<file path="src/irqc_pkg.sv">
// =====================================================================
// Shared constants of the interrupt controller
package irqc_pkg;
   // =================================================================
   // Sizes
   localparam int NODES     = 8;  // interrupt nodes
   localparam int CHANS     = 8;  // event transfer channels
   localparam int FAST_IN   = 2;  // fast external inputs, nodes 0..1
   localparam int PERIPH_IN = 4;  // peripheral requests, nodes 2..5
   localparam int PERIPH_LO = 2;  // first node fed by a peripheral
   localparam int LVL_W     = 4;  // sixteen priority levels
   localparam int PTR_W     = 24;
   localparam int CNT_W     = 8;
   localparam int VEC_W     = 16;
   localparam int TRAP_W    = 8;

   // =================================================================
   // Trap numbers and vectors
   localparam logic [TRAP_W-1:0] TRAP_BASE  = 8'h10; // node 0 trap
   localparam int                VEC_SHIFT  = 2;     // vector = trap*4

   // =================================================================
   // APB map (byte addresses)
   localparam logic [11:0] NODE_BASE = 12'h000; // 0x000 + 4*node
   localparam logic [11:0] CHAN_BASE = 12'h100; // 0x100 + 16*chan
   localparam logic [1:0]  CH_SRC    = 2'h0;    // +0x0 source pointer
   localparam logic [1:0]  CH_DST    = 2'h1;    // +0x4 dest pointer
   localparam logic [1:0]  CH_CFG    = 2'h2;    // +0x8 count and mode
   localparam logic [11:0] EDGE_ADDR = 12'h200;
   localparam logic [11:0] STAT_ADDR = 12'h204;
   localparam logic [11:0] MASK_ADDR = 12'h208;
   localparam logic [11:0] CUR_ADDR  = 12'h20C;

   // =================================================================
   // Node control fields
   localparam int NC_LVL_LSB = 0;  // [3:0] priority level
   localparam int NC_XFER    = 4;  // serviced by transfer channel
   localparam int NC_ENA     = 6;  // enable flag
   localparam int NC_REQ     = 7;  // request flag

   // Channel configuration fields
   localparam int CF_CNT_LSB = 0;  // [7:0] transfer counter
   localparam int CF_CONT    = 8;  // continuous mode
   localparam int CF_WORD    = 9;  // word (else byte)
   localparam int CF_INCS    = 10; // increment source
   localparam int CF_INCD    = 11; // increment destination

   // Edge select codes, two bits per fast input
   localparam logic [1:0] EDGE_OFF  = 2'h0;
   localparam logic [1:0] EDGE_RISE = 2'h1;
   localparam logic [1:0] EDGE_FALL = 2'h2;
   localparam logic [1:0] EDGE_BOTH = 2'h3;

   localparam logic [PTR_W-1:0] STEP_BYTE = 24'h000001;
   localparam logic [PTR_W-1:0] STEP_WORD = 24'h000002;

   // =================================================================
   // Service sequencer
   typedef enum logic [1:0] {
      IRQC_IDLE = 2'b00,
      IRQC_VEC  = 2'b01,
      IRQC_XFER = 2'b10
   } irqc_state_t;
endpackage : irqc_pkg

</file>
<file path="src/irqc_top.sv">
`timescale 1ns/1ps
`default_nettype none
module irqc_top (
   // Clock and reset
   input  wire logic                         clk,
   input  wire logic                         nrst,
   // APB slave
   input  wire logic                         psel,
   input  wire logic                         penable,
   input  wire logic                         pwrite,
   input  wire logic [11:0]                  paddr,
   input  wire logic [31:0]                  pwdata,
   output logic [31:0]                       prdata,
   output logic                              pready,
   output logic                              pslverr,
   // Request sources
   input  wire logic [irqc_pkg::FAST_IN-1:0]   fast_in,
   input  wire logic [irqc_pkg::PERIPH_IN-1:0] periph_req,
   // CPU core
   input  wire logic [irqc_pkg::LVL_W-1:0]   cpu_ilvl,
   input  wire logic                         trap_req,
   input  wire logic [irqc_pkg::TRAP_W-1:0]  trap_num,
   output logic                              cpu_int_req,
   output logic [irqc_pkg::VEC_W-1:0]        cpu_int_vec,
   output logic [irqc_pkg::LVL_W-1:0]        cpu_int_lvl,
   input  wire logic                         cpu_int_ack,
   // Stolen-cycle transfer port
   output logic                              mem_req,
   output logic [irqc_pkg::PTR_W-1:0]        mem_src,
   output logic [irqc_pkg::PTR_W-1:0]        mem_dst,
   output logic                              mem_word,
   input  wire logic                         mem_gnt,
   // Interrupt to system
   output logic                              irq
);
   localparam int N  = irqc_pkg::NODES;
   localparam int C  = irqc_pkg::CHANS;
   localparam int LW = irqc_pkg::LVL_W;
   localparam int PW = irqc_pkg::PTR_W;
   localparam int CW = irqc_pkg::CNT_W;

   // ==================================================================
   // Helpers
   // Vector of a trap number: trap times four
   function automatic logic [irqc_pkg::VEC_W-1:0] vec_of(
      input logic [irqc_pkg::TRAP_W-1:0] t);
      // Zero-extend first so the shift cannot lose trap bits
      vec_of = {{(irqc_pkg::VEC_W - irqc_pkg::TRAP_W){1'b0}}, t}
               << irqc_pkg::VEC_SHIFT;
   endfunction : vec_of

   // Pointer step for one transfer
   function automatic logic [PW-1:0] step_of(input logic word);
      step_of = word ? irqc_pkg::STEP_WORD : irqc_pkg::STEP_BYTE;
   endfunction : step_of

   // ==================================================================
   // State
   logic [LW-1:0]       lvl  [N];
   logic [N-1:0]        ena;
   logic [N-1:0]        xfer;
   logic [N-1:0]        req;
   logic [PW-1:0]       src  [C];
   logic [PW-1:0]       dst  [C];
   logic [CW-1:0]       cnt  [C];
   logic [C-1:0]        cont;
   logic [C-1:0]        word;
   logic [C-1:0]        incs;
   logic [C-1:0]        incd;
   logic [2*irqc_pkg::FAST_IN-1:0] edge_sel;
   logic [irqc_pkg::FAST_IN-1:0]   fast_prev;
   logic [C-1:0]        stat;
   logic [C-1:0]        mask;
   logic                trap_pend;
   logic [irqc_pkg::TRAP_W-1:0] trap_hold;
   logic [2:0]          svc_node;
   irqc_pkg::irqc_state_t state;
   irqc_pkg::irqc_state_t next_state;

   // ==================================================================
   // APB decode
   wire         wr_acc   = psel & penable & pwrite;
   wire         rd_setup = psel & ~penable & ~pwrite;
   wire         rd_acc   = psel & penable & ~pwrite;
   wire         node_hit = (paddr[11:5] == irqc_pkg::NODE_BASE[11:5])
                           & (paddr[1:0] == 2'h0);
   wire         chan_hit = (paddr[11:7] == irqc_pkg::CHAN_BASE[11:7])
                           & (paddr[3:2] != 2'h3) & (paddr[1:0] == 2'h0);
   wire [2:0]   node_ix  = paddr[4:2];
   wire [2:0]   chan_ix  = paddr[6:4];
   wire         edge_hit = paddr == irqc_pkg::EDGE_ADDR;
   wire         stat_hit = paddr == irqc_pkg::STAT_ADDR;
   wire         mask_hit = paddr == irqc_pkg::MASK_ADDR;
   wire         cur_hit  = paddr == irqc_pkg::CUR_ADDR;
   wire         mapped   = node_hit | chan_hit | edge_hit | stat_hit
                           | mask_hit | cur_hit;

   // Zero wait states keep the bus simple; read data is captured in
   // the setup cycle so it comes straight from a flip-flop
   assign pready  = 1'b1;
   assign pslverr = psel & penable & ~mapped;

   // ==================================================================
   // Read mux
   logic [31:0] rd_val;
   always_comb begin
      rd_val = 32'h0000_0000;
      if (node_hit) begin
         rd_val[irqc_pkg::NC_LVL_LSB +: LW] = lvl[node_ix];
         rd_val[irqc_pkg::NC_XFER]          = xfer[node_ix];
         rd_val[irqc_pkg::NC_ENA]           = ena[node_ix];
         rd_val[irqc_pkg::NC_REQ]           = req[node_ix];
      end else if (chan_hit) begin
         case (paddr[3:2])
            irqc_pkg::CH_SRC: rd_val[PW-1:0] = src[chan_ix];
            irqc_pkg::CH_DST: rd_val[PW-1:0] = dst[chan_ix];
            default: begin
               rd_val[irqc_pkg::CF_CNT_LSB +: CW] = cnt[chan_ix];
               rd_val[irqc_pkg::CF_CONT] = cont[chan_ix];
               rd_val[irqc_pkg::CF_WORD] = word[chan_ix];
               rd_val[irqc_pkg::CF_INCS] = incs[chan_ix];
               rd_val[irqc_pkg::CF_INCD] = incd[chan_ix];
            end
         endcase
      end else if (edge_hit) begin
         rd_val[2*irqc_pkg::FAST_IN-1:0] = edge_sel;
      end else if (stat_hit) begin
         rd_val[C-1:0] = stat;
      end else if (mask_hit) begin
         rd_val[C-1:0] = mask;
      end else if (cur_hit) begin
         rd_val[1:0] = state;       // sequencer state
         rd_val[2]   = trap_pend;
         rd_val[6:4] = svc_node;
      end
   end

   always_ff @(posedge clk or negedge nrst) begin
      if (!nrst) prdata <= 32'h0000_0000;
      else if (rd_setup) prdata <= rd_val;
   end

   // ==================================================================
   // Hardware request events
   logic [N-1:0] hw_set;
   always_comb begin
      hw_set = '0;
      for (int i = 0; i < irqc_pkg::FAST_IN; i++) begin
         // Either edge may be armed independently
         case (edge_sel[2*i +: 2])
            irqc_pkg::EDGE_RISE: hw_set[i] = fast_in[i] & ~fast_prev[i];
            irqc_pkg::EDGE_FALL: hw_set[i] = ~fast_in[i] & fast_prev[i];
            irqc_pkg::EDGE_BOTH: hw_set[i] = fast_in[i] ^ fast_prev[i];
            default:             hw_set[i] = 1'b0;
         endcase
      end
      for (int i = 0; i < irqc_pkg::PERIPH_IN; i++)
         hw_set[irqc_pkg::PERIPH_LO + i] = periph_req[i];
      // Nodes 6 and 7 have no source: only software sets them
   end

   // ==================================================================
   // Arbitration: highest enabled level above the running one
   logic          win_any;
   logic [2:0]    win_ix;
   logic [LW-1:0] win_lvl;
   always_comb begin
      win_any = 1'b0;
      win_ix  = 3'h0;
      win_lvl = cpu_ilvl;
      for (int i = 0; i < N; i++) begin
         // Strict compare keeps the lower index on a tie
         if (req[i] & ena[i] & (lvl[i] > win_lvl)) begin
            win_any = 1'b1;
            win_ix  = 3'(i);
            win_lvl = lvl[i];
         end
      end
   end

   // A node in channel mode with a spent counter goes to its vector, unless its channel is continuous
   wire win_xfer = xfer[win_ix]
                   & ((cnt[win_ix] != '0) | cont[win_ix]);

   // ==================================================================
   // Service sequencer
   always_comb begin
      next_state = state;
      case (state)
         irqc_pkg::IRQC_IDLE: begin
            if (trap_pend)     next_state = irqc_pkg::IRQC_VEC;
            else if (win_any && win_xfer)
               next_state = irqc_pkg::IRQC_XFER;
            else if (win_any)  next_state = irqc_pkg::IRQC_VEC;
         end
         irqc_pkg::IRQC_VEC:
            if (cpu_int_ack) next_state = irqc_pkg::IRQC_IDLE;
         irqc_pkg::IRQC_XFER:
            if (mem_gnt)     next_state = irqc_pkg::IRQC_IDLE;
         default:            next_state = irqc_pkg::IRQC_IDLE;
      endcase
   end

   // Service starts on the edge after the request is seen, so the
   // controller adds one cycle; the rest of the entry time is the
   // CPU's, and slow instruction fetches stretch it further
   wire start     = (state == irqc_pkg::IRQC_IDLE)
                    & (next_state != irqc_pkg::IRQC_IDLE);
   wire trap_go   = start & trap_pend;
   wire vec_done  = (state == irqc_pkg::IRQC_VEC) & cpu_int_ack;
   wire xfer_done = (state == irqc_pkg::IRQC_XFER) & mem_gnt;
   wire [CW-1:0] cnt_now = cnt[svc_node];
   // Transfer that drains the counter leaves the request standing
   wire          last_xfer = xfer_done & ~cont[svc_node]
                             & (cnt_now == CW'(1));
   logic         svc_trap; // current VEC service came from a trap

   assign cpu_int_req = state == irqc_pkg::IRQC_VEC;
   assign mem_req     = state == irqc_pkg::IRQC_XFER;
   assign irq         = |(stat & mask);

   // Sequencer and service latch
   always_ff @(posedge clk or negedge nrst) begin
      if (!nrst) begin
         state       <= irqc_pkg::IRQC_IDLE;
         svc_node    <= 3'h0;
         svc_trap    <= 1'b0;
         cpu_int_vec <= '0;
         cpu_int_lvl <= '0;
         mem_src     <= '0;
         mem_dst     <= '0;
         mem_word    <= 1'b0;
      end else begin
         state <= next_state;
         if (start) begin
            svc_node    <= win_ix;
            svc_trap    <= trap_pend;
            cpu_int_vec <= trap_pend ? vec_of(trap_hold)
                           : vec_of(irqc_pkg::TRAP_BASE
                                    + 8'(win_ix));
            cpu_int_lvl <= trap_pend ? cpu_ilvl : win_lvl;
            mem_src     <= src[win_ix];
            mem_dst     <= dst[win_ix];
            mem_word    <= word[win_ix];
         end
      end
   end

   // Trap capture; a new trap while one waits is dropped unless the waiting one starts service in that cycle
   always_ff @(posedge clk or negedge nrst) begin
      if (!nrst) begin
         trap_pend <= 1'b0;
         trap_hold <= '0;
      end else if (trap_req && (!trap_pend || trap_go)) begin
         trap_pend <= 1'b1;
         trap_hold <= trap_num;
      end else if (trap_go) begin
         trap_pend <= 1'b0;
      end
   end

   // Fast input history
   always_ff @(posedge clk or negedge nrst) begin
      if (!nrst) fast_prev <= '0;
      else       fast_prev <= fast_in;
   end

   // ==================================================================
   // Node control registers
   // Hardware set beats both a software clear and a service clear
   always_ff @(posedge clk or negedge nrst) begin
      if (!nrst) begin
         for (int i = 0; i < N; i++) lvl[i] <= '0;
         ena  <= '0;
         xfer <= '0;
         req  <= '0;
      end else begin
         for (int i = 0; i < N; i++) begin
            if (wr_acc && node_hit && node_ix == 3'(i)) begin
               lvl[i]  <= pwdata[irqc_pkg::NC_LVL_LSB +: LW];
               xfer[i] <= pwdata[irqc_pkg::NC_XFER];
               ena[i]  <= pwdata[irqc_pkg::NC_ENA];
               req[i]  <= pwdata[irqc_pkg::NC_REQ] | hw_set[i];
            end else if (hw_set[i]) begin
               req[i]  <= 1'b1;
            end else if (svc_node == 3'(i) && !svc_trap
                         && (vec_done || (xfer_done && !last_xfer))) begin
               req[i]  <= 1'b0;
            end
         end
      end
   end

   // ==================================================================
   // Channel registers
   always_ff @(posedge clk or negedge nrst) begin
      if (!nrst) begin
         for (int i = 0; i < C; i++) begin
            src[i] <= '0;
            dst[i] <= '0;
            cnt[i] <= '0;
         end
         cont <= '0;
         word <= '0;
         incs <= '0;
         incd <= '0;
      end else begin
         for (int i = 0; i < C; i++) begin
            if (xfer_done && svc_node == 3'(i)) begin
               if (incs[i]) src[i] <= src[i] + step_of(word[i]);
               if (incd[i]) dst[i] <= dst[i] + step_of(word[i]);
               if (!cont[i]) cnt[i] <= cnt[i] - CW'(1);
            end else if (wr_acc && chan_hit && chan_ix == 3'(i)) begin
               case (paddr[3:2])
                  irqc_pkg::CH_SRC: src[i] <= pwdata[PW-1:0];
                  irqc_pkg::CH_DST: dst[i] <= pwdata[PW-1:0];
                  default: begin
                     cnt[i]  <= pwdata[irqc_pkg::CF_CNT_LSB +: CW];
                     cont[i] <= pwdata[irqc_pkg::CF_CONT];
                     word[i] <= pwdata[irqc_pkg::CF_WORD];
                     incs[i] <= pwdata[irqc_pkg::CF_INCS];
                     incd[i] <= pwdata[irqc_pkg::CF_INCD];
                  end
               endcase
            end
         end
      end
   end

   // ==================================================================
   // Edge select, mask and sticky status
   // A drain event in the clearing read's cycle stays set
   always_ff @(posedge clk or negedge nrst) begin
      if (!nrst) begin
         edge_sel <= '0;
         mask     <= '0;
         stat     <= '0;
      end else begin
         if (wr_acc && edge_hit)
            edge_sel <= pwdata[2*irqc_pkg::FAST_IN-1:0];
         if (wr_acc && mask_hit) mask <= pwdata[C-1:0];
         for (int i = 0; i < C; i++) begin
            if (last_xfer && svc_node == 3'(i)) stat[i] <= 1'b1;
            else if (rd_acc && stat_hit)        stat[i] <= 1'b0;
         end
      end
   end
endmodule : irqc_top
`default_nettype wire

</file>
<file path="config.mk">
export PLATFORM = sky130hd
export DESIGN_NAME = irqc_top
export DESIGN_NICKNAME = d
export VERILOG_FILES = /design/src/irqc_pkg.sv /design/src/irqc_top.sv
export SDC_FILE = /design/constraint.sdc
export NUM_CORES = 2
export LEC_CHECK = 0
export BUFFER_PORTS_ARGS = -buffer_cell sky130_fd_sc_hd__clkbuf_2
export CORE_UTILIZATION = 62
export CTS_BUF_LIST = sky130_fd_sc_hd__clkbuf_4
export DETAILED_ROUTE_END_ITERATION = 10
export PLACE_DENSITY = 0.8
export SLEW_MARGIN = 10
export SYNTH_ARGS = -nofsm -noshare
export SYNTH_HDL_FRONTEND = slang
export SYNTH_SLANG_ARGS = --single-unit
</file>
<file path="constraint.sdc">
create_clock -name clk -period 40.5 [get_ports clk]
set_clock_uncertainty 0.05 [all_clocks]
set_input_delay 4.05 -clock clk [delete_from_list [all_inputs] [get_ports clk]]
set_output_delay 4.05 -clock clk [all_outputs]
set_load 0.05 [all_outputs]
</file>
Yosys cells after proc, flatten, opt, wreduce, memory -nomap -nowiden
Cells that the tools add are included.
{"block": "word_totals", "word_cells": 649, "register_bits": 666, "inputBits": 70, "output_inout_bits": 106}
{"block": "op_classes", "eq_ne": 69, "n_addsub": 25, "mux": 212, "n_reduce_logical": 145, "bitwise": 72, "magnitude_cmp": 16}
{"op": "24-bit 2-to-1 mux", "count": 58}
{"op": "24-bit binary-select mux with 3-bit select", "count": 4}
{"op": "8-bit 2-to-1 mux", "count": 33}
{"op": "24-bit by 2-bit adder with 24-bit output", "count": 8}
{"op": "24-bit adder", "count": 8}
{"op": "3-bit AND reduction", "count": 32}
{"op": "8-bit binary-select mux with 3-bit select", "count": 3}
{"op": "2-bit nonzero test", "count": 36}
{"op": "8-bit by 1-bit subtractor with 8-bit output (second input constant)", "count": 8}
{"op": "1-bit logical AND", "count": 56}
{"op": "1-bit 2-to-1 mux", "count": 56}
{"op": "4-bit 2-to-1 mux", "count": 13}
{"op": "2-bit != test (second input constant)", "count": 25}
{"op": "12-bit by 10-bit equality test with 1-bit output (second input constant)", "count": 4}
{"op": "12-bit case mux with 2 select lines", "count": 2}
{"op": "1-bit bitwise AND", "count": 36}
{"op": "3-bit equality test (second input constant)", "count": 12}
{"op": "1-bit binary-select mux with 3-bit select", "count": 11}
{"op": "4-bit > comparator", "count": 8}
{"op": "16-bit 2-to-1 mux", "count": 2}
{"op": "3-bit 2-to-1 mux", "count": 10}
{"op": "2-bit 2-to-1 mux", "count": 14}
{"op": "3-bit by 2-bit equality test with 1-bit output (second input constant)", "count": 6}
{"op": "3-bit nonzero test", "count": 6}
{"op": "27 further kinds", "count": 88}

Logic depth before layout (Yosys ltp)
{"block": "depth", "ltp_word": 41, "ltp_mapped": 83, "ltp_nobuf": 79}

Worst setup path before layout
No wires, ideal clock.
{"block": "synth_timing", "path_type": "input -> register", "startpoint": "in cpu_ilvl[2] (netlist name)", "endpoint": "reg mem_dst[10] (netlist name)", "cell_stages": 76, "path_buffers": 7, "slack_ps": 22215, "required_ps": 40324, "setup_ps": 126, "arrival_ps": 18109, "path_cell_list": "inv_1 -> ha_1 -> nand4_1 -> nand3_1 -> a21oi_1 -> nor2_1 -> a21oi_1 -> ha_1 -> nor2b_1 -> o31a_1 -> and2_1 -> a221oi_2 -> or2_4 -> or2_2 -> clkbuf_1 -> mux2_2 -> ha_1 -> nand2b_1 -> [40 not listed] -> nand3_1 -> nor2_1 -> clkbuf_1 -> nand2_1 -> o21a_1 -> ha_1 -> nor2b_1 -> o21a_1 -> o21a_1 -> o2111ai_1 -> clkbuf_1 -> o221ai_2 -> buf_4 -> buf_6 -> buf_4 -> mux2i_1 -> o22ai_1 -> a221o_1"}
{"block": "synth_via", "elab_chain_cells": 37, "word_cells_on_any_way": 59, "cone_classes": "order compare: 8; mux: 36; bitwise: 12; reduce/logical: 3"}
{"item": "start, declared", "line": "irqc_top.sv:20", "text": "input wire logic [irqc_pkg::LVL_W-1:0] cpu_ilvl,"}
{"item": "4-bit > comparator", "line": "irqc_top.sv:173", "text": "if (req[i] & ena[i] & (lvl[i] > win_lvl)) begin"}
{"item": "1-bit bitwise AND", "line": "irqc_top.sv:173"}
{"item": "4-bit 2-to-1 mux", "line": "irqc_top.sv:173"}
{"item": "4-bit > comparator", "line": "irqc_top.sv:173"}
{"item": "1-bit bitwise AND", "line": "irqc_top.sv:173"}
{"item": "4-bit 2-to-1 mux", "line": "irqc_top.sv:173"}
{"item": "4-bit > comparator", "line": "irqc_top.sv:173"}
{"item": "1-bit bitwise AND", "line": "irqc_top.sv:173"}
{"item": "[21 not listed]"}
{"item": "1-bit bitwise OR", "line": "irqc_top.sv:183", "text": "& ((cnt[win_ix] != '0) | cont[win_ix]);"}
{"item": "1-bit bitwise AND", "line": "irqc_top.sv:183"}
{"item": "1-bit logical AND", "line": "irqc_top.sv:192", "text": "else if (win_any && win_xfer)"}
{"item": "2-bit 2-to-1 mux", "line": "irqc_top.sv:192"}
{"item": "2-bit 2-to-1 mux", "line": "irqc_top.sv:191", "text": "if (trap_pend) next_state = irqc_pkg::IRQC_VEC;"}
{"item": "2-bit case mux with 3 select lines", "line": "irqc_top.sv:189", "text": "case (state)"}
{"item": "2-bit nonzero test", "line": "irqc_top.sv:208", "text": "& (next_state != irqc_pkg::IRQC_IDLE);"}
{"item": "1-bit bitwise AND", "line": "irqc_top.sv:208"}
{"item": "end signal, assigned", "line": "irqc_top.sv:243", "text": "mem_dst <= dst[win_ix];"}
{"item": "end, declared", "line": "irqc_top.sv:30", "text": "output logic [irqc_pkg::PTR_W-1:0] mem_dst,"}
Parallel ways exist; a longest one is shown, timed or not. The select of a mux whose other input is x is not followed.
A chain may end at the register's enable or synchronous reset.

Worst setup path in the final report
{"block": "layout_timing", "startpoint": "in cpu_ilvl[2] (netlist name)", "endpoint": "reg mem_src[17] (netlist name)"}
{"block": "layout_via", "elab_chain_cells": 37, "word_cells_on_any_way": 59, "cone_classes": "order compare: 8; mux: 36; bitwise: 12; reduce/logical: 3"}
{"item": "4-bit > comparator", "line": "irqc_top.sv:173"}
{"item": "1-bit bitwise AND", "line": "irqc_top.sv:173"}
{"item": "4-bit 2-to-1 mux", "line": "irqc_top.sv:173"}
{"item": "4-bit > comparator", "line": "irqc_top.sv:173"}
{"item": "1-bit bitwise AND", "line": "irqc_top.sv:173"}
{"item": "4-bit 2-to-1 mux", "line": "irqc_top.sv:173"}
{"item": "4-bit > comparator", "line": "irqc_top.sv:173"}
{"item": "1-bit bitwise AND", "line": "irqc_top.sv:173"}
{"item": "[21 not listed]"}
{"item": "1-bit bitwise OR", "line": "irqc_top.sv:183"}
{"item": "1-bit bitwise AND", "line": "irqc_top.sv:183"}
{"item": "1-bit logical AND", "line": "irqc_top.sv:192"}
{"item": "2-bit 2-to-1 mux", "line": "irqc_top.sv:192"}
{"item": "2-bit 2-to-1 mux", "line": "irqc_top.sv:191"}
{"item": "2-bit case mux with 3 select lines", "line": "irqc_top.sv:189"}
{"item": "2-bit nonzero test", "line": "irqc_top.sv:208"}
{"item": "1-bit bitwise AND", "line": "irqc_top.sv:208"}
{"item": "end signal, assigned", "line": "irqc_top.sv:242", "text": "mem_src <= src[win_ix];"}
{"item": "end, declared", "line": "irqc_top.sv:29", "text": "output logic [irqc_pkg::PTR_W-1:0] mem_src,"}
Parallel ways exist; a longest one is shown, timed or not. The select of a mux whose other input is x is not followed.

==> summary.txt <==
Run status
  – Result of the run: complete, no violations

Power and ir drop
  – Maximum vdd ir drop: around 0.034 mV
  – Proportion of total power due to net switching: a little under a third
  – Internal power: 1.037 mW
  – Seq pwr share: between 40% and 50%
  – Clock share of power: 42.5%
  – Combinational Power Share: 11.3%
  – Power Dens Cells: roughly 31 mW/mm2
  – Static Leakage: around 20 nW
  – Net switching power: approximately 450 uW

Final layout
  – Post-route cell area: 0.04817 mm2
  – Filler-free cell count of the finished design: between 6000 and 7000
  – Share of layout cells above drive strength 1: between 15 and 20%
  – Total area of multi-input combinational cells: ~0.026 mm2
  – Fill cells: about 5900
  – NumNets Final: 5293
  – Relative area change from synthesis to final layout: 7.593%
  – Reg area: 0.01647 mm2

Floorplan
  – Total die area: around 0.073 mm2
  – Row Count: between 90 and 100
  – Initial cell density of the core: ~63%
  – Count of boundary I/O pins: roughly 180
  – Core outline area: 0.07149 mm2
  – Chip height: between 200 and 300 um
  – Die width: between 200 and 300 um

GRT
  – All-layer global routing usage: between 40 and 50%
  – Antenna violations before repair: 4
  – Via count of the first global-routing pass: ~40000
  – Global-route wire length before repair: between 200000 and 250000 um
  – Largest net degree at the start of global routing: about 160
  – Global route total overflow: 0

Placement
  – GPL Wtd Cong: slightly above 1
  – # port buffers: 150
  – Area of placed instances: about 0.046 mm2
  – HPWL after detailed placement: 109800 um
  – Cell count after placement: approximately 5900

Synthesis
  – Dominant combinational cell family by area after synthesis: compound AO/OA/AOI/OAI gates
  – Warning count from the yosys run: 0
  – Multiplexer area fraction after synthesis: ~17%
  – Compound-Gate Fraction of Synth Area: 23.40%
  – Instance count of the mapped netlist: roughly 5000
  – Synthesis-stage register bit count: 658
  – Async S/R FF share, synth: 100.0%
  – Adder and majority cell fraction of the synthesized area: about 2.7%
  – Synth Flop Type: sky130_fd_sc_hd__dfrtp_1
  – Distinct cell type count of the synthesized netlist: between 90 and 100
  – Register area share after synthesis: a little under two fifths
  – Cell area after synthesis: between 0.04 and 0.05 mm2
  – Avg Cell Area, Syn: about 8.8 um2
  – Parity-gate share of the synthesized area counting xor and xnor cells: 0.07825%
  – Post-synth EDFFs: 0
  – Synth Area in Simple Gates: ~15%

CTS
  – Latest clock arrival within the worst-skew pair: approximately 1.1 ns
  – Number of setup buffers added after CTS: 0
  – Clock slew seen by the registers of the worst setup and hold paths: 0.07 ns
  – Clk sink count: 658
  – CTS tree: done
  – Count of instances resized after the clock tree is built: 0
  – Number of hold-repair buffers added at the cts stage: 0
  – Num CTS Buffers: 183
  – Clock root buffer: sky130_fd_sc_hd__clkbuf_4
  – Depth of the CTS H-tree: 4
  – Longest Clk Path Bufs: 3

Critical path
  – Setup Crit Path Kind: primary input to flop
  – Type of destination of the critical path: flop
  – Critical path data arrival time: 21.25 ns
  – Most Frequent Cell on Critical Path: sky130_fd_sc_hd__ha_1
  – Required time reported for the critical path endpoint: 41.47 ns
  – Crit path largest cell delay: 0.79 ns
  – Critical Path Fanout Max: between 100 and 150
  – Master of the slowest instance on the critical path: sky130_fd_sc_hd__buf_4
  – Reg2Reg Setup Slack: roughly 23 ns
  – Category of the worst setup path launch point: primary input

Timing
  – Sum of negative setup slack: 0 ns
  – Rel. slew slack: between 10% and 20%
  – Worst Tran Pin Value: approximately 1.2 ns
  – Final Max Tran Viols: 0
  – Final hold violation count: 0
  – Share of the clock period used by the worst path after layout: 50.10%
  – Final critical path time including I/O delays and setup: 20.29 ns
  – Max Freq: 49.29 MHz
  – Final setup viols: 0
  – Setup repair after global routing missed its margin: false

Drt
  – DRC viols: 0
  – Number of vias per cell: 7.066
  – Vias after detailed routing: about 44000
  – WL/cell: 25.42 um
  – Pre-antenna DRT Iters: 9
  – Total Routed Length: between 150000 and 200000 um
  – Iteration-0 DRC count of the detailed router: about 6600
  – Number of routed nets with antenna violations: 0

Job
  – Total of max-cap violations: 0

Hold path
  – Worst hold-check path type: flop to flop
## critical path, delay by kind of cell
kind | cells | cell delay [ns]
compound gates | 29 | 5.89
simple gates | 22 | 4.62
buf+inv | 9 | 2.25
mux | 6 | 2.16
fa+ha+maj | 8 | 2.12
## metal layers
metal | share of wire (%) | vias to the layer above | GRT usage, %
met3 | 12 | 804 | 10.64
met4 | 9.3 | 4 | 34.05
met1 | 37 | 20850 | 55.93
met2 | 42 | 3265 | 60.99
li1 | - | 19120 | -
met5 | 0.022 | - | 0
## logic make-up (layout without fill, tap and decap cells)
| logic type | count (synthesis) | in the layout |
|---|---|---|
| buffers and inverters | 558 | 709 |
| xor gates and xnor gates | 4 | 4 |
| adders and majority gates | 87 | 87 |
| other | 2 | 24 |
| DFF | 658 | 658 |
| AOI/OAI and AO/OA | 1773 | 1773 |
| muxes | 555 | 555 |
| and+or+nand+nor | 1474 | 1474 |
## flip-flops by register name (all words and copies together) (netlist names), 24 cells and up
| register | flops |
|---|---|
| prdata | 24 |
| cnt | 64 |
| dst | 192 |
| mem_dst | 24 |
| lvl | 32 |
| src | 192 |
| mem_src | 24 |
## final cells by class
| type | instances | area share (%) |
|---|---|---|
| antenna | 7 | 0.03636 |
| clock buffer | 274 | 4.270 |
| clock inverter | 52 | 0.5714 |
| inverter | 160 | 1.247 |
| multi-input combinational | 3910 | 54.43 |
| sequential | 658 | 34.18 |
| tap | 950 | 2.467 |
| timing repair buffer | 223 | 2.800 |
## path summary, 6_finish.rpt
path,cells past startpoint,to,start
max in group asynchronous,3,src[92]$_DFFE_PN0P_,nrst
min,2,cpu_int_vec[9]$_DFFE_PN0P_,cpu_int_vec[9]$_DFFE_PN0P_
min reg2reg,2,cpu_int_vec[9]$_DFFE_PN0P_,cpu_int_vec[9]$_DFFE_PN0P_
max,74,mem_src[17]$_DFFE_PN0P_,cpu_ilvl[2]
min in group asynchronous,1,cnt[52]$_DFFE_PN0P_,nrst
max reg2reg,72,mem_src[17]$_DFFE_PN0P_,lvl[30]$_DFFE_PN0P_
## cells in the mapped netlist (14+ instances only)
| library cell | instances | area (um2) |
|---|---|---|
| sky130_fd_sc_hd__a21o_1 | 14 | 105.1 |
| sky130_fd_sc_hd__a21oi_1 | 696 | 3483 |
| sky130_fd_sc_hd__a221o_1 | 55 | 550.5 |
| sky130_fd_sc_hd__a22o_1 | 38 | 332.8 |
| sky130_fd_sc_hd__a22oi_1 | 34 | 255.2 |
| sky130_fd_sc_hd__a31oi_1 | 51 | 319.1 |
| sky130_fd_sc_hd__and2_1 | 24 | 150.1 |
| sky130_fd_sc_hd__and3_1 | 77 | 481.7 |
| sky130_fd_sc_hd__buf_1 | 50 | 187.7 |
| sky130_fd_sc_hd__buf_2 | 18 | 90.09 |
| sky130_fd_sc_hd__buf_4 | 23 | 172.7 |
| sky130_fd_sc_hd__buf_6 | 17 | 191.4 |
| sky130_fd_sc_hd__clkbuf_1 | 290 | 1089 |
| sky130_fd_sc_hd__dfrtp_1 | 658 | 16470 |
| sky130_fd_sc_hd__fa_1 | 16 | 320.3 |
| sky130_fd_sc_hd__ha_1 | 71 | 888.4 |
| sky130_fd_sc_hd__inv_1 | 159 | 596.8 |
| sky130_fd_sc_hd__mux2_2 | 106 | 1194 |
| sky130_fd_sc_hd__mux2i_1 | 295 | 2953 |
| sky130_fd_sc_hd__mux4_2 | 152 | 3423 |
| sky130_fd_sc_hd__nand2_1 | 545 | 2046 |
| sky130_fd_sc_hd__nand2b_1 | 26 | 162.7 |
| sky130_fd_sc_hd__nand3_1 | 167 | 835.8 |
| sky130_fd_sc_hd__nand4_1 | 49 | 306.5 |
| sky130_fd_sc_hd__nor2_1 | 397 | 1490 |
| sky130_fd_sc_hd__nor2b_1 | 27 | 168.9 |
| sky130_fd_sc_hd__nor3_1 | 76 | 380.4 |
| sky130_fd_sc_hd__o21a_1 | 17 | 127.6 |
| sky130_fd_sc_hd__o21ai_0 | 468 | 2342 |
| sky130_fd_sc_hd__o22a_1 | 49 | 429.2 |
| sky130_fd_sc_hd__o22ai_1 | 215 | 1345 |
| sky130_fd_sc_hd__o31ai_1 | 20 | 150.1 |
| sky130_fd_sc_hd__o32ai_1 | 14 | 122.6 |
| sky130_fd_sc_hd__or3_1 | 21 | 131.4 |
## power groups by stage
stage / clock network [mW] / registers, mW / logic [mW]
5_1_grt: 0.670 / 0.686 / 0.177
3_5_place_dp: 0 / 0.697 / 0.164
2_1_floorplan: 0 / 0.718 / 0.0805
6_report: 0.632 / 0.685 / 0.168
3_3_place_gp: 0 / 0.696 / 0.162
4_1_cts: 0.633 / 0.685 / 0.165
## layout by cell type, fill, tap and decap left out, types with 11 or more instances in the layout
master and count:
sky130_fd_sc_hd__o22a_1 49, sky130_fd_sc_hd__nand2b_1 26, sky130_fd_sc_hd__nand2_1 544, sky130_fd_sc_hd__mux4_2 152, sky130_fd_sc_hd__nor3_1 69, sky130_fd_sc_hd__or2_2 12, sky130_fd_sc_hd__inv_1 159, sky130_fd_sc_hd__a22oi_1 34
sky130_fd_sc_hd__nand3_1 164, sky130_fd_sc_hd__o32ai_1 14, sky130_fd_sc_hd__nor2_1 396, sky130_fd_sc_hd__or3_1 19, sky130_fd_sc_hd__o21a_1 17, sky130_fd_sc_hd__clkbuf_4 274, sky130_fd_sc_hd__ha_1 71, sky130_fd_sc_hd__and2_1 24
sky130_fd_sc_hd__mux2i_1 295, sky130_fd_sc_hd__nand4_1 49, sky130_fd_sc_hd__mux2_2 106, sky130_fd_sc_hd__a221o_1 55, sky130_fd_sc_hd__and3_1 77, sky130_fd_sc_hd__dfrtp_1 658, sky130_fd_sc_hd__clkbuf_2 146, sky130_fd_sc_hd__fa_1 16
sky130_fd_sc_hd__a22o_1 38, sky130_fd_sc_hd__a21oi_1 696, sky130_fd_sc_hd__a41oi_1 11, sky130_fd_sc_hd__conb_1 17, sky130_fd_sc_hd__o31ai_1 17, sky130_fd_sc_hd__a31oi_1 51, sky130_fd_sc_hd__a21o_1 14, sky130_fd_sc_hd__clkinv_1 36
sky130_fd_sc_hd__nor2b_1 27, sky130_fd_sc_hd__o21ai_0 465, sky130_fd_sc_hd__buf_4 71, sky130_fd_sc_hd__o22ai_1 215
## through the flow
step / utilization, % / hold slack [ns] / setup WS (ns) / power (mW)
2_1_floorplan: - / 0.3874 / 22.21 / 0.7987
3_3_place_gp: 64.08 / 0.4007 / 19.48 / 0.8579
3_5_place_dp: 64.08 / 0.4122 / 19.38 / 0.8609
4_1_cts: 67.34 / 0.4270 / 20.47 / 1.482
5_1_grt: 67.38 / 0.4506 / 19.39 / 1.533
6_report: 67.39 / 0.4225 / 20.21 / 1.485
Power figures use the tool's default switching activity.
